--- src/core/bsc_pkg.sv ---
// Constants, register map and state type for the boot strap capture block.
// Assumes a 32-bit APB register port and a 25-pin expansion address bus.
//
// Notes on behaviour
// - pins are inputs during reset or no lock
// - pin levels stored into config bits 24..0
// - undriven strap bits read one after reset
// - pulled-down pin stores a zero bit
// - capture on first cycle after reset release
// - software reads and overwrites strap bits
package bsc_pkg;

    localparam int STRAP_W  = 25;
    localparam int DATA_W   = 32;
    localparam int ADDR_W   = 12;

    localparam int STRAP_MSB   = 24;
    localparam int STRAP_LSB   = 0;
    localparam int MEM_MAP_BIT = 31;

    localparam logic [11:0] OFF_CONFIG   = 12'h000;
    localparam logic [11:0] OFF_STATUS   = 12'h004;
    localparam logic [11:0] OFF_CAPTURED = 12'h008;

    localparam logic [31:0] CONFIG_RESET = 32'hFFFFFFFF;
    localparam logic [24:0] STRAP_IDLE   = 25'h1FFFFFF;
    localparam logic [31:0] ZERO_WORD    = 32'h00000000;

    localparam int ST_DONE_BIT  = 0;
    localparam int ST_DRIVE_BIT = 1;
    localparam int ST_LOCK_BIT  = 2;
    localparam int ST_LOST_BIT  = 3;

    typedef enum logic [1:0] {
        BSC_HOLD,
        BSC_RUN,
        BSC_UNLOCKED
    } bsc_state_t;

endpackage

--- src/core/bsc_sync3.sv ---
// Three-stage synchroniser with agreement filter for asynchronous pin levels.
// Assumes inputs are quasi-static; output follows once stages two and three agree.
`timescale 1ns/1ps
module bsc_sync3 #(
    parameter int W = 1
) (
    // clock
    input  wire logic         clk,
    // asynchronous level in, filtered level out
    input  wire logic [W-1:0] d,
    output logic      [W-1:0] q
);

    logic [W-1:0] s1;
    logic [W-1:0] s2;
    logic [W-1:0] s3;

    // no reset: the chain must keep tracking the pins while reset is held
    always_ff @(posedge clk) begin
        s1 <= d;
        s2 <= s1;
        s3 <= s2;
        // a level counts only once two stages agree, so one metastable sample is filtered
        if (s2 == s3) begin
            q <= s2;
        end
    end

endmodule

--- src/core/bsc_apb_port.sv ---
// APB slave handshake (one wait state, registered answer) and the strap capture top level.
// Assumes pins and lock come from outside the clock domain; reset is synchronous to the clock.
`timescale 1ns/1ps
module bsc_apb_port (
    // clock and reset
    input  wire logic        clk,
    input  wire logic        rst_n,
    // bus request
    input  wire logic        psel,
    input  wire logic        penable,
    input  wire logic        pwrite,
    // decode from the block
    input  wire logic        hit,
    input  wire logic [31:0] rdata,
    // bus answer
    output logic             pready,
    output logic [31:0]      prdata,
    output logic             pslverr,
    // write commit pulse
    output logic             wr_fire
);

    logic access;

    assign access  = psel & penable & ~pready;
    assign wr_fire = psel & penable & pready & pwrite & ~pslverr;

    always_ff @(posedge clk) begin
        if (!rst_n) begin
            pready  <= 1'b0;
            prdata  <= bsc_pkg::ZERO_WORD;
            pslverr <= 1'b0;
        end else begin
            pready  <= access;
            pslverr <= access & ~hit;
            if (access) begin
                prdata <= (!pwrite && hit) ? rdata : bsc_pkg::ZERO_WORD;
            end
        end
    end

endmodule

module bsc_strap_capture (
    // clock and reset
    input  wire logic        CLK,
    input  wire logic        RST_N,
    // clock synthesizer lock, asynchronous
    input  wire logic        CLOCK_SYNTH_LOCK_FLAG,
    // register bus
    input  wire logic        PSEL,
    input  wire logic        PENABLE,
    input  wire logic        PWRITE,
    input  wire logic [11:0] PADDR,
    input  wire logic [31:0] PWDATA,
    output logic      [31:0] PRDATA,
    output logic             PREADY,
    output logic             PSLVERR,
    // expansion address pins
    input  wire logic [24:0] BUS_ADDR,
    input  wire logic [24:0] EXPANSION_ADDRESS_PINS_IN,
    output logic      [24:0] EXPANSION_ADDRESS_PINS_OUT,
    output logic             EXPANSION_ADDRESS_PINS_OE_N
);

    bsc_pkg::bsc_state_t state;
    bsc_pkg::bsc_state_t next_state;
    logic [24:0]         strap_q;
    logic                lock_q;
    logic [31:0]         config_reg;
    logic [24:0]         captured;
    logic                done;
    logic                next_oe_n;
    logic                capture;
    logic                sel_config;
    logic                sel_status;
    logic                sel_captured;
    logic                unlocked;
    logic                hit;
    logic                wr_fire;
    logic                wr_cfg;
    logic [31:0]         status_word;
    logic [31:0]         rdata;

    bsc_sync3 #(.W(25)) u_strap_sync (
        .clk (CLK),
        .d   (EXPANSION_ADDRESS_PINS_IN),
        .q   (strap_q)
    );

    bsc_sync3 #(.W(1)) u_lock_sync (
        .clk (CLK),
        .d   (CLOCK_SYNTH_LOCK_FLAG),
        .q   (lock_q)
    );

    bsc_apb_port u_apb (
        .clk     (CLK),
        .rst_n   (RST_N),
        .psel    (PSEL),
        .penable (PENABLE),
        .pwrite  (PWRITE),
        .hit     (hit),
        .rdata   (rdata),
        .pready  (PREADY),
        .prdata  (PRDATA),
        .pslverr (PSLVERR),
        .wr_fire (wr_fire)
    );

    assign sel_config   = (PADDR == bsc_pkg::OFF_CONFIG);
    assign sel_status   = (PADDR == bsc_pkg::OFF_STATUS);
    assign sel_captured = (PADDR == bsc_pkg::OFF_CAPTURED);
    // status and the capture snapshot are read-only views: a write to them is refused
    assign hit          = sel_config | (~PWRITE & (sel_status | sel_captured));
    assign wr_cfg       = wr_fire & sel_config;
    // one cycle only: the state leaves hold at the first edge with reset released
    assign capture      = (state == bsc_pkg::BSC_HOLD) & RST_N;
    assign unlocked     = (state == bsc_pkg::BSC_UNLOCKED);
    assign status_word  = {28'h0000000, unlocked, lock_q, ~EXPANSION_ADDRESS_PINS_OE_N, done};
    assign rdata        = sel_config   ? config_reg :
                          sel_status   ? status_word :
                          sel_captured ? {7'h00, captured} : bsc_pkg::ZERO_WORD;
    // pins are driven only while running with lock
    assign next_oe_n    = (next_state != bsc_pkg::BSC_RUN);

    always_comb begin
        next_state = state;
        case (state)
            bsc_pkg::BSC_HOLD: begin
                next_state = lock_q ? bsc_pkg::BSC_RUN : bsc_pkg::BSC_UNLOCKED;
            end
            bsc_pkg::BSC_RUN: begin
                if (!lock_q) begin
                    next_state = bsc_pkg::BSC_UNLOCKED;
                end
            end
            bsc_pkg::BSC_UNLOCKED: begin
                if (lock_q) begin
                    next_state = bsc_pkg::BSC_RUN;
                end
            end
            default: begin
                next_state = bsc_pkg::BSC_HOLD;
            end
        endcase
        if (!RST_N) begin
            next_state = bsc_pkg::BSC_HOLD;
        end
    end

    always_ff @(posedge CLK) begin
        state                       <= next_state;
        EXPANSION_ADDRESS_PINS_OE_N <= next_oe_n;
        EXPANSION_ADDRESS_PINS_OUT  <= BUS_ADDR;
    end

    // a reset shorter than the synchroniser depth would capture stale pin levels
    always_ff @(posedge CLK) begin
        if (!RST_N) begin
            config_reg <= bsc_pkg::CONFIG_RESET;
            captured   <= bsc_pkg::STRAP_IDLE;
            done       <= 1'b0;
        end else if (capture) begin
            config_reg[bsc_pkg::STRAP_MSB:bsc_pkg::STRAP_LSB] <= strap_q;
            captured   <= strap_q;
            done       <= 1'b1;
        end else if (wr_cfg) begin
            config_reg <= PWDATA;
        end
    end

    pins_released_a: assert property (@(posedge CLK) !RST_N |=> EXPANSION_ADDRESS_PINS_OE_N)
        else $error("address pins driven during reset");

    unlock_release_a:
        assert property (@(posedge CLK) disable iff (!RST_N) !lock_q |=> EXPANSION_ADDRESS_PINS_OE_N)
        else $error("address pins driven without lock");

    strap_store_a:
        assert property (@(posedge CLK) capture |=> config_reg[24:0] == $past(strap_q))
        else $error("strap levels not stored");

    ones_default_a: assert property (@(posedge CLK) !RST_N |=> config_reg == bsc_pkg::CONFIG_RESET)
        else $error("configuration not all ones after reset");

    capture_first_a: assert property (@(posedge CLK) !RST_N ##1 RST_N |-> capture)
        else $error("no capture on first cycle after reset");

    write_lands_a:
        assert property (@(posedge CLK) disable iff (!RST_N) wr_cfg |=> config_reg == $past(PWDATA))
        else $error("configuration write lost");

    bits_kept_a:
        assert property (@(posedge CLK) disable iff (!RST_N) !capture && !wr_cfg |=> $stable(config_reg))
        else $error("configuration changed without a write");

    drive_run_a:
        assert property (@(posedge CLK) state == bsc_pkg::BSC_RUN |-> !EXPANSION_ADDRESS_PINS_OE_N)
        else $error("address pins not driven while running");

endmodule

--- config.mk ---
export PLATFORM = sky130hd
export DESIGN_NAME = bsc_strap_capture
export DESIGN_NICKNAME = d
export VERILOG_FILES = /design/src/core/bsc_pkg.sv /design/src/core/bsc_sync3.sv /design/src/core/bsc_apb_port.sv
export SDC_FILE = /design/constraint.sdc
export NUM_CORES = 1
export LEC_CHECK = 0
export ABC_AREA = 1
export BUFFER_PORTS_ARGS = -buffer_cell sky130_fd_sc_hd__buf_2
export CORE_MARGIN = 2
export CORE_UTILIZATION = 58
export DETAILED_ROUTE_END_ITERATION = 8
export PLACE_DENSITY = 0.9
export SLEW_MARGIN = 25
export SYNTH_ARGS = -nofsm -noshare
export SYNTH_HDL_FRONTEND = slang
export SYNTH_HIERARCHICAL = 1
export SYNTH_SLANG_ARGS = --single-unit
--- constraint.sdc ---
create_clock -name CLK -period 6.9 [get_ports CLK]
set_input_delay 0.345 -clock CLK [delete_from_list [all_inputs] [get_ports CLK]]
set_output_delay 0.345 -clock CLK [all_outputs]
set_load 0.05 [all_outputs]
# Yosys cells after proc, flatten, opt, wreduce, memory -nomap -nowiden
# Index checks and enable logic that the tools add are counted.
totals:
  ff_bits: 224
  out_inout_bits: 60
  in_bits: 100
  elab_cells: 59
classes:
  eq_ne: 7
  bitwise: 17
  reduce_logical: 6
  muxes: 11
op_table:
  columns: ["cell", "n"]
  rows:
  - ["two-way mux 25 bit", 4]
  - ["two-way mux 32 bit", 2]
  - ["== test 25 bit", 1]
  - ["== test 12 x 3 -> 1 bit (second input constant)", 1]
  - ["== test 12 x 4 -> 1 bit (second input constant)", 1]
  - ["zero test 12 bit", 1]
  - ["bitwise AND 1 bit", 9]
  - ["two-way mux 2 bit", 4]
  - ["inverter 1 bit", 6]
  - ["case mux 2 bit (3 select lines)", 1]
  - ["== test 2 x 1 -> 1 bit (second input constant)", 1]
  - ["== test 2 bit (second input constant)", 1]
  - ["zero test 2 bit", 1]
  - ["inequality test 2 x 1 -> 1 bit (second input constant)", 1]
  - ["OR 1 bit", 2]
  - ["AND reduction 2 bit", 1]
  - ["nonzero test 2 bit", 1]
  - ["== test 1 bit", 1]
  - ["logical AND 1 bit", 1]
  - ["zero test 1 bit", 1]

# Longest topological paths before layout
# Gate-level depths: netlist (run 1).
depth:
  word_depth: 7
  mapped_depth: 12
  mapped_depth_nobuf: 12

# Modules after synthesis
# Netlist (run 1), hierarchy kept.
by_module_without_submodules:
  columns: ["module", "area_per_inst_um2", "instances", "cells_each"]
  rows:
  - ["bsc_strap_capture", 3414.5, 1, 453]
  - ["bsc_sync3 at u_strap_sync", 2741.4, 1, 221]
  - ["bsc_apb_port", 1520.2, 1, 235]
  - ["bsc_sync3 at u_lock_sync", 108.9, 1, 9]

# Worst setup path before layout (run 1)
# No wires, ideal clock.
synth_timing:
  path_kind: "register -> register"
  start: "register u_strap_sync.s2[1]"
  end: "register u_strap_sync.q[0], enable pin"
  t_required_ps: 6493
  period_less_slack_ps: 2214
  t_arrival_ps: 1807
  stages_incl_launch_ff: 9
  setup_ps: 407
  setup_slack_ps: 4686
  cell_sequence: "dfxtp_1 -> inv_1 -> nand2_1 -> nand2_1 -> nor2_1 -> nand2_1 -> nor2_1 -> nand2_1 -> nor2_1"
synth_between:
  elab_chain_len: 1
synth_rtl:
  columns: ["element", "line_no", "text"]
  rows:
  - ["from (decl)", "bsc_sync3.sv:15", "logic [W-1:0] s2;"]
  - ["from (signal assigned)", "bsc_sync3.sv:21", "s2 <= s1;"]
  - ["== test 25 bit", "bsc_sync3.sv:24", "if (s2 == s3) begin"]
  - ["to (signal assigned)", "bsc_sync3.sv:25", "q <= s2;"]
  - ["to (decl)", "bsc_sync3.sv:11", "output logic [W-1:0] q"]
# No other way between the ends.
# A chain may end at the register's enable or synchronous reset.

# Worst setup path after layout (run 1)
layout_timing:
  start: "register state[0]"
  end: "register config_reg[20]"
layout_between:
  elab_chain_len: 3
layout_rtl:
  columns: ["element", "line_no", "text"]
  rows:
  - ["from (decl)", "bsc_apb_port.sv:66", "bsc_pkg::bsc_state_t state;"]
  - ["from (signal assigned)", "bsc_apb_port.sv:153", "state <= next_state;"]
  - ["zero test 2 bit *", "bsc_apb_port.sv:118", "assign capture = (state == bsc_pkg::BSC_HOLD) & RST_N;"]
  - ["bitwise AND 1 bit *", "bsc_apb_port.sv:118", null]
  - ["two-way mux 25 bit or nonzero test 2 bit (tied branches)", null, null]
  - ["to (signal assigned)", "bsc_apb_port.sv:161", "config_reg <= bsc_pkg::CONFIG_RESET;"]
  - ["to (signal, indexed assignment)", "bsc_apb_port.sv:165", "config_reg[bsc_pkg::STRAP_MSB:bsc_pkg::STRAP_LSB] <= strap_q;"]
  - ["to (decl)", "bsc_apb_port.sv:70", "logic [31:0] config_reg;"]
# Mark *: on every way between the ends. The rest lies on a longest branch, timed or not.

==> results.py, run 1 <==
metrics = {
    "floorplanning": {
        "die_y_um": 119.9,
        "die_w_um": 119.9,
        "dieArea_um2": 14370,
        "core_area_um2": 13190,
        "rows": 42,
        "initial_core_util_pct": 59.02,
        "ioPinCount": 160,
    },
    "min_path": {
        "min-delay-start": "PWDATA[28]",
        "hp-class": "in -> reg",
    },
    "worst_setup_path": {
        "crit_path_max_fanout": 56,
        "worstPathCellList": "nor2_4, nand2_2, inv_2, nand2_1, nand2_1, nand2_1, nand3_1",
        "critPathLaunch": "state[0]$_DFF_P_",
        "start_kind": "flop",
        "slowest_delay_ns": 0.77,
        "cp.required_ns": 7.32,
        "cp_slowest_cell": "nand2_2",
        "critPathKind": "reg -> reg",
        "crit_path_end_kind": "flop",
        "worstPathArrival_ns": 3.28,
        "cpMostUsedCell": "nand2_1",
        "r2r-start": "state[0]$_DFF_P_",
    },
    "cts": {
        "cts-root-buf": "clkbuf_16",
        "cts_resized": 0,
        "clkSlewWorstSetupHoldPaths_ns": 0.06,
        "cts.sinks": 224,
        "worst_skew_pair.late_latency_ns": 0.51,
        "tritoncts": "built",
        "htree_levels": 1,
        "cts_made_buffers": 22,
        "cts_buffer_depth": 3,
    },
    "timing": {
        "slew_headroom_pct": 30.92,
        "fin_setup_tns_ns": 0,
        "fmax_mhz": 349.8,
        "max_slew.worst_pin.slew_ns": 1.033,
        "period_needed_ns": 2.859,
        "finalClockSkew_ns": 0.01981,
        "final_max_slew_viol_count": 0,
        "hold_violations": 0,
        "grt_setup_unrepaired": "false",
        "setup_viol": 0,
        "finalCritPeriodShare_pct": 41.43,
    },
    "placed_design": {
        "gp_congestion": 0.8360,
        "dp_hpwl_mm": 10.01,
        "port_buffers": 159,
    },
    "cells_and_area": {
        "nFillCells": 955,
        "area_growth_pct": 26.20,
        "final_common_cell": "nand2_1",
        "layout_common_cells": "288 x nand2_1, 198 x dfxtp_1, 159 x buf_2",
        "seq_area_um2": 4745,
        "drive_gt1_share_pct": 18.79,
        "nets": 1210,
        "multi_input_area_um2": 2459,
    },
    "detailed_routing": {
        "viasPerCell": 4.939,
        "wl_per_cell_um": 13.65,
        "drc_errors": 0,
        "initialDrtViolationCount": 493,
        "detail-route-antenna-nets": 0,
        "wirelength_mm": 17.75,
        "drtPass1Iterations": 6,
        "num_vias": 6421,
    },
    "grt": {
        "grt_use_met1_pct": 29.04,
        "grt_pass1_wl_mm": 28.18,
        "grt_overflow": 0,
        "grt_pass1_vias": 5977,
        "grt_util_met2_pct": 44.36,
        "grt_max_degree": 95,
        "grt-busiest-layer": "met2",
        "grt_use_met3_pct": 4.373,
        "grt_util_all_layers_pct": 24.18,
        "antenna_found_initial": 2,
    },
    "synth": {
        "netlist_area_um2": 7785,
        "syn_avg_cell_area_um2": 8.480,
        "synth_nets": 1018,
        "synth_edf_count": 26,
        "ys_types": 28,
        "synthFlopType": "dfxtp_1",
        "postSynthCellCount": 918,
        "seq_area_frac_synth_pct": 60.95,
        "ys_seq_elements": 224,
        "yosys_warnings": 6,
        "synthArstFlopShare_pct": 0,
    },
    "pwr": {
        "power.leakage_nw": 4.922,
        "peakVddDrop_uv": 259.0,
        "p_per_area_nw_per_um2": 291.0,
        "power_mw": 2.859,
    },
    "status": {
        "outcome": "finished clean",
    },
    "job": {
        "max-cap-violations": 0,
    },
}
-- final cells by class --
class                           count  share of cell area, %
Sequential cell                   224                  48.29
Multi-Input combinational cell    554                  25.03
Timing Repair Buffer              212                  13.65
Clock buffer                       32                  6.610
Inverter                           96                  3.668
Tap cell                          176                  2.241
Clock inverter                      5                 0.4840
Antenna cell                        1                0.02547
-- worst paths after layout --
kind | end | slack, ns | depth (start not counted)
max | config_reg[20]$_SDFFE_PN1P_ | 4.04 | 7
min reg2reg | u_strap_sync/s2[1]$_DFF_P_ | 0.31 | 0
min | config_reg[28]$_SDFFE_PN1P_ | 0.05 | 3
max reg2reg | config_reg[20]$_SDFFE_PN1P_ | 4.04 | 7
-- stage by stage --
stage	hold WS [ns]	instance area [µm²]	setup slack [ns]	cells	util, %
finish	0.04820	9824	4.041	1300	74.48
global route	0.05196	9822	3.845	1299	74.46
CTS	0.03894	9789	4.053	1298	74.22
detailed placement	0.3121	8582	3.751	1210	65.06
global placement	0.3106	8574	3.819	1210	65.01
floorplan	0.3096	7785	4.686	918	-
-- power breakdown --
group	internal, mW	total [mW]	leakage (nW)	switching [mW]
registers	1.39	1.42	1.89	0.0342
logic	0.103	0.290	2.69	0.188
clock network	0.656	1.15	0.344	0.489
total	2.15	2.86	4.92	0.711
-- layer usage --
layer  routed length, µm  vias up  share of wire (%)
met5                   7        -              0.039
met4                 340        2                1.9
met3                1206       32                6.8
met2                8981      228                 51
met1                7215     2914                 41
li1                    -     3245                  -
-- worst max-delay path: cells and delay by family, from the launching register on --
kind / cells / cell delay, ns
and+or+nand+nor: 6 / 1.73
buffers and inverters: 1 / 0.68
DFF: 1 / 0.34
-- cell usage after synthesis, types with 3 or more instances --
library cell | n | area (µm²)
buf_2 | 21 | 105.1
buf_4 | 4 | 30.03
buf_6 | 4 | 45.04
clkbuf_1 | 12 | 45.04
dfxtp_1 | 198 | 3964
edfxtp_1 | 26 | 780.8
inv_1 | 91 | 341.6
inv_2 | 5 | 18.77
nand2_1 | 289 | 1085
nand3_1 | 107 | 535.5
nor2_1 | 89 | 334.1
nor2_2 | 3 | 18.77
o211ai_1 | 22 | 165.2
o21ai_1 | 21 | 105.1
or2_0 | 4 | 25.02
xnor2_1 | 6 | 52.55
-- repair_timing --
item                                   in CTS  in global routing
buffers inserted                            0                  0
endpoints found under the hold margin      51                  0
hold buffers                               51                  0
-- cell families (layout without fill, tap and decap cells) --
logic type / after synthesis / count (layout) / synth area share [%]
xor gates and xnor gates: 6 / 6 / 0.6750
other: 0 / 1 / 0
buffers and inverters: 140 / 345 / 7.811
DFF: 224 / 224 / 60.95
AOI/OAI and AO/OA: 46 / 46 / 3.697
and+or+nand+nor: 502 / 502 / 26.87
(Power assumes the default switching activity.)
==> run 2, diff against run 1 <==
CORE_UTILIZATION = 49   (was 58)
PLACE_DENSITY = 0.81   (was 0.9)
clock period = 2.46 ns   (was 6.9 ns; I/O delays follow)
==> results.py, run 2 (synthesized netlist as in run 1, its figures left out) <==
metrics = {
    "timing": {
        "grt_setup_unrepaired": "false",
        "finalClockSkew_ns": 0.007969,
        "finalCritPeriodShare_pct": 71.81,
        "hold_violations": 0,
        "fmax_mhz": 566.1,
        "final_max_slew_viol_count": 0,
        "setup_viol": 0,
        "slew_headroom_pct": 36.88,
        "fin_hold_ws_ns": 0.1204,
        "max_slew.worst_pin.slew_ns": 0.9468,
        "period_needed_ns": 1.767,
        "fin_setup_tns_ns": 0,
    },
    "cells_and_area": {
        "final_area_um2": 10180,
        "seq_area_um2": 4745,
        "final_common_cell": "nand2_1",
        "antenna_cells": 0,
        "drive_gt1_share_pct": 18.42,
        "multi_input_area_um2": 2454,
        "layout_common_cells": "288 x nand2_1, 198 x dfxtp_1, 159 x buf_2",
        "area_growth_pct": 30.83,
        "nFillCells": 1277,
        "nets": 1251,
    },
    "pwr": {
        "switching_share_pct": 24.63,
        "seqPwrFrac_pct": 50.7,
        "power.leakage_nw": 5.063,
        "power_mw": 7.865,
        "p_per_area_nw_per_um2": 772.3,
        "peakVddDrop_uv": 575.1,
        "internal_power_mw": 5.928,
        "net-switching-power_mw": 1.937,
        "pwr-share-clk_pct": 38.5,
        "combPwrFrac_pct": 10.8,
    },
    "placed_design": {
        "port_buffers": 159,
        "dp_hpwl_mm": 10.26,
        "placed_area_um2": 8707,
        "gp_congestion": 0.8463,
    },
    "cts": {
        "cts_setup_buffers": 0,
        "cts_made_buffers": 22,
        "cts_buffer_depth": 3,
        "cts_resized": 0,
        "cts.sinks": 224,
        "tritoncts": "built",
        "cts-root-buf": "clkbuf_16",
        "worst_skew_pair.late_latency_ns": 0.50,
        "clkSlewWorstSetupHoldPaths_ns": 0.06,
        "htree_levels": 1,
        "cts_hold_buf": 83,
    },
    "worst_setup_path": {
        "cp.required_ns": 2.81,
        "crit_path_max_fanout": 26,
        "worstPathArrival_ns": 2.11,
        "start_kind": "flop",
        "crit_path_end_kind": "flop",
        "critPathKind": "reg -> reg",
    },
    "detailed_routing": {
        "wirelength_mm": 16.92,
        "num_vias": 6424,
        "wl_per_cell_um": 12.23,
        "drtPass1Iterations": 5,
        "viasPerCell": 4.645,
        "drc_errors": 0,
        "detail-route-antenna-nets": 0,
        "initialDrtViolationCount": 434,
    },
    "grt": {
        "grt_util_all_layers_pct": 19.93,
        "antenna_found_initial": 0,
        "grt_max_degree": 94,
        "grt_overflow": 0,
        "grt_pass1_vias": 6119,
        "grt_pass1_wl_mm": 27.56,
    },
    "floorplanning": {
        "ioPinCount": 160,
        "initial_core_util_pct": 49.55,
        "die_y_um": 130.0,
        "die_w_um": 130.0,
        "dieArea_um2": 16910,
        "rows": 46,
        "core_area_um2": 15710,
    },
    "job": {
        "max-cap-violations": 0,
    },
    "min_path": {
        "hp-class": "in -> reg",
    },
    "status": {
        "outcome": "finished clean",
    },
}
## run 2: cell count changes in the layout (fill, tap and decap cells not counted), moves of 2 or more
cell / delta
clkinv_1: +6
dlygate4sd3_1: +32
buf_4: +10
clkinv_8: -2
clkbuf_1: +2
clkbuf_8: -4
## run 2: through the flow
step	util (%)	worst slack [ns]	std cells
floorplan	-	0.2456	918
global placement	55.37	0.3679	1260
detailed placement	55.41	0.4173	1260
CTS	64.82	0.6867	1383
global route	64.82	0.5326	1383
finish	64.82	0.6934	1383
## run 2: power groups by stage
| stage | Sequential (mW) | Clock (mW) | Combinational, mW |
|---|---|---|---|
| floorplan | 4.24 | 0 | 0.349 |
| global placement | 4.06 | 0 | 0.725 |
| detailed placement | 4.07 | 0 | 0.739 |
| CTS | 3.99 | 3.11 | 0.846 |
| global route | 4.01 | 3.28 | 0.933 |
| finish | 3.99 | 3.03 | 0.851 |
## run 2: worst max-delay path, cell delays in order, from the launching register on
cell	delay, ns
dfxtp_1	0.35
nor2_4	0.16
nand2_2	0.29
inv_2	0.47
nor2_2	0.16
nand2_1	0.11
nand3_1	0.06
## run 2: area by class of cell
cell class | count | area share [%]
sequential | 224 | 46.58
multi-input combinational | 554 | 24.09
timing repair buffer | 253 | 16.78
clock buffer | 30 | 5.909
inverter | 96 | 3.538
tap | 216 | 2.654
clock inverter | 10 | 0.4423
## run 2: final timing paths
check | from | depth (start not counted) | slack [ns] | endpoint
setup / recovery | state[0]$_DFF_P_ | 6 | 0.69 | config_reg[26]$_SDFFE_PN1P_
hold / removal | PSEL | 3 | 0.12 | u_apb/pready$_SDFF_PN0_
setup reg to reg | state[0]$_DFF_P_ | 6 | 0.69 | config_reg[26]$_SDFFE_PN1P_
hold reg to reg | u_strap_sync/s1[24]$_DFF_P_ | 0 | 0.32 | u_strap_sync/s2[24]$_DFF_P_
## run 2: layer usage
metal  part of all wire (%)  routed length, µm  track usage (%)  up-vias
met4                    2.6                444            7.717        0
li1                       -                  -                -     3321
met1                     44               7391            25.09     2846
met5                      0                  0                0        -
met3                    7.5               1268            4.838       38
met2                     46               7817            33.26      219
==> run 3, diff against run 2 <==
clock period = 1.46 ns   (was 2.46 ns; I/O delays follow)
==> results.py, run 3 (synthesized netlist as in run 1, its figures left out) <==
metrics = {
    "status": {
        "outcome": "complete, but fails checks",
        "violations": "setup timing",
    },
    "cts": {
        "cts.sinks": 224,
        "cts_buffer_depth": 3,
        "worst_skew_pair.late_latency_ns": 0.52,
        "tritoncts": "built",
        "cts-root-buf": "clkbuf_16",
        "clkSlewWorstSetupHoldPaths_ns": 0.06,
        "cts_made_buffers": 22,
        "htree_levels": 1,
    },
    "grt": {
        "grt_pass1_vias": 5751,
        "antenna_found_initial": 0,
        "grt_overflow": 0,
        "grt_pass1_wl_mm": 26.59,
        "grt_util_all_layers_pct": 19.50,
        "grt_max_degree": 94,
    },
    "cells_and_area": {
        "nets": 1262,
        "final_common_cell": "nand2_1",
        "area_growth_pct": 34.81,
        "nFillCells": 1277,
        "seq_area_um2": 4770,
        "final_area_um2": 10500,
        "antenna_cells": 0,
        "drive_gt1_share_pct": 21.84,
        "multi_input_area_um2": 2471,
        "layout_common_cells": "287 x nand2_1, 180 x dfxtp_1, 159 x buf_2",
    },
    "timing": {
        "hold_violations": 0,
        "grt_setup_unrepaired": "true",
        "finalClockSkew_ns": 0.01057,
        "fmax_mhz": 666.9,
        "finalCritPeriodShare_pct": 102.7,
        "max_slew.worst_pin.slew_ns": 0.3978,
        "setup_viol": 25,
        "period_needed_ns": 1.500,
        "fin_hold_ws_ns": 0.06044,
        "final_max_slew_viol_count": 0,
        "fin_ws_ns": -0.03957,
        "slew_headroom_pct": 73.48,
    },
    "floorplanning": {
        "die_y_um": 130.0,
        "core_area_um2": 15710,
        "initial_core_util_pct": 49.55,
        "dieArea_um2": 16910,
        "rows": 46,
        "die_w_um": 130.0,
        "ioPinCount": 160,
    },
    "worst_setup_path": {
        "worstPathArrival_ns": 1.72,
        "cp.required_ns": 1.68,
        "crit_path_end_kind": "flop",
        "crit_path_max_fanout": 25,
        "slowest_delay_ns": 0.35,
        "start_kind": "flop",
        "cp_slowest_cell": "dfxtp_2",
        "crit_family": "simple AND/OR/NAND/NOR gates",
        "critPathKind": "reg -> reg",
        "path_buf_inv": 2,
        "worstPathCellList": "inv_2, nand2_1, nand2_1, nor2_2, nand2_2, nor2_1, nand2_1, nor2_4, buf_12",
        "cpMostUsedCell": "nand2_1",
    },
    "pwr": {
        "peakVddDrop_uv": 1329,
        "power.leakage_nw": 5.193,
        "pwr-share-clk_pct": 40.5,
        "seqPwrFrac_pct": 48.9,
        "switching_share_pct": 24.50,
        "net-switching-power_mw": 3.370,
        "power_mw": 13.75,
        "p_per_area_nw_per_um2": 1311,
        "combPwrFrac_pct": 10.6,
        "internal_power_mw": 10.38,
    },
    "detailed_routing": {
        "detail-route-antenna-nets": 0,
        "drtPass1Iterations": 4,
        "initialDrtViolationCount": 376,
        "viasPerCell": 4.547,
        "wl_per_cell_um": 12.07,
        "wirelength_mm": 16.82,
        "num_vias": 6334,
        "drc_errors": 0,
    },
    "placed_design": {
        "dp_hpwl_mm": 10.68,
        "gp_congestion": 0.8660,
        "port_buffers": 159,
        "placed_area_um2": 8905,
    },
    "job": {
        "max-cap-violations": 0,
    },
    "min_path": {
        "hp-class": "in -> reg",
    },
}
run 3: changes by cell type in the layout (fill, tap and decap cells not counted), moves of 6 or more:
cell,previous run,this run
clkinv_1,6,0
dfxtp_2,0,17
buf_12,0,8
dfxtp_1,198,180
run 3: per-layer routing:
metal / vias to the layer above / wire length (µm) / track usage (%)
li1: 3336 / - / -
met1: 2795 / 7558 / 25.18
met2: 174 / 7925 / 33.45
met3: 29 / 922 / 3.690
met4: 0 / 410 / 5.819
met5: - / 0 / 0
run 3: power by group through the flow:
stage,logic [mW],registers [mW],clock network [mW]
after floorplan,0.589,7.15,0
final,1.45,6.72,5.58
after CTS,1.44,6.72,5.69
after global placement,1.24,6.84,0
after global routing,1.60,6.76,5.92
after detailed placement,1.26,6.86,0
run 3: layout make-up:
cell class	count	area share [%]
clock inverter	7	0.8584
clock buffer	32	6.092
inverter	96	3.457
multi-input combinational	554	23.55
tap	216	2.575
timing repair buffer	264	18.03
sequential	224	45.45
run 3: per-stage QoR:
stage,utilization [%],cells,setup slack (ns),setup TNS [ns]
6_report,66.79,1393,-0.03957,-0.8197
3_5_place_dp,56.67,1271,-0.07389,-1.797
4_1_cts,66.63,1393,-0.08155,-1.947
5_1_grt,66.79,1393,-0.1207,-2.914
3_3_place_gp,56.67,1271,-0.02778,-0.6579
2_1_floorplan,-,918,-0.09319,-2.330
run 3: final timing paths:
kind | cells after the start | slack (ns) | start | to
min reg2reg | 0 | 0.33 | u_strap_sync/s1[7]$_DFF_P_ | u_strap_sync/s2[7]$_DFF_P_
min | 3 | 0.06 | PSEL | u_apb/pready$_SDFF_PN0_
max | 9 | -0.04 | u_strap_sync/s2[1]$_DFF_P_ | u_strap_sync/q[7]$_DFFE_PN_
max reg2reg | 9 | -0.04 | u_strap_sync/s2[1]$_DFF_P_ | u_strap_sync/q[7]$_DFFE_PN_
run 3: timing repair:
| action | 4_1_cts | 5_1_grt |
|---|---|---|
| buffers inserted | 0 | 0 |
| hold buffers | 83 | 0 |
| gates resized for setup | 3 | 13 |
| pin swaps | 0 | 1 |
| hold endpoints to repair | 83 | 0 |
| setup endpoints to repair | 26 | 25 |
run 3: tightest hold or removal path: cells and delay by family:
kind,cells,cell delay [ns]
buf+inv,1,0.10
simple gates,2,0.36
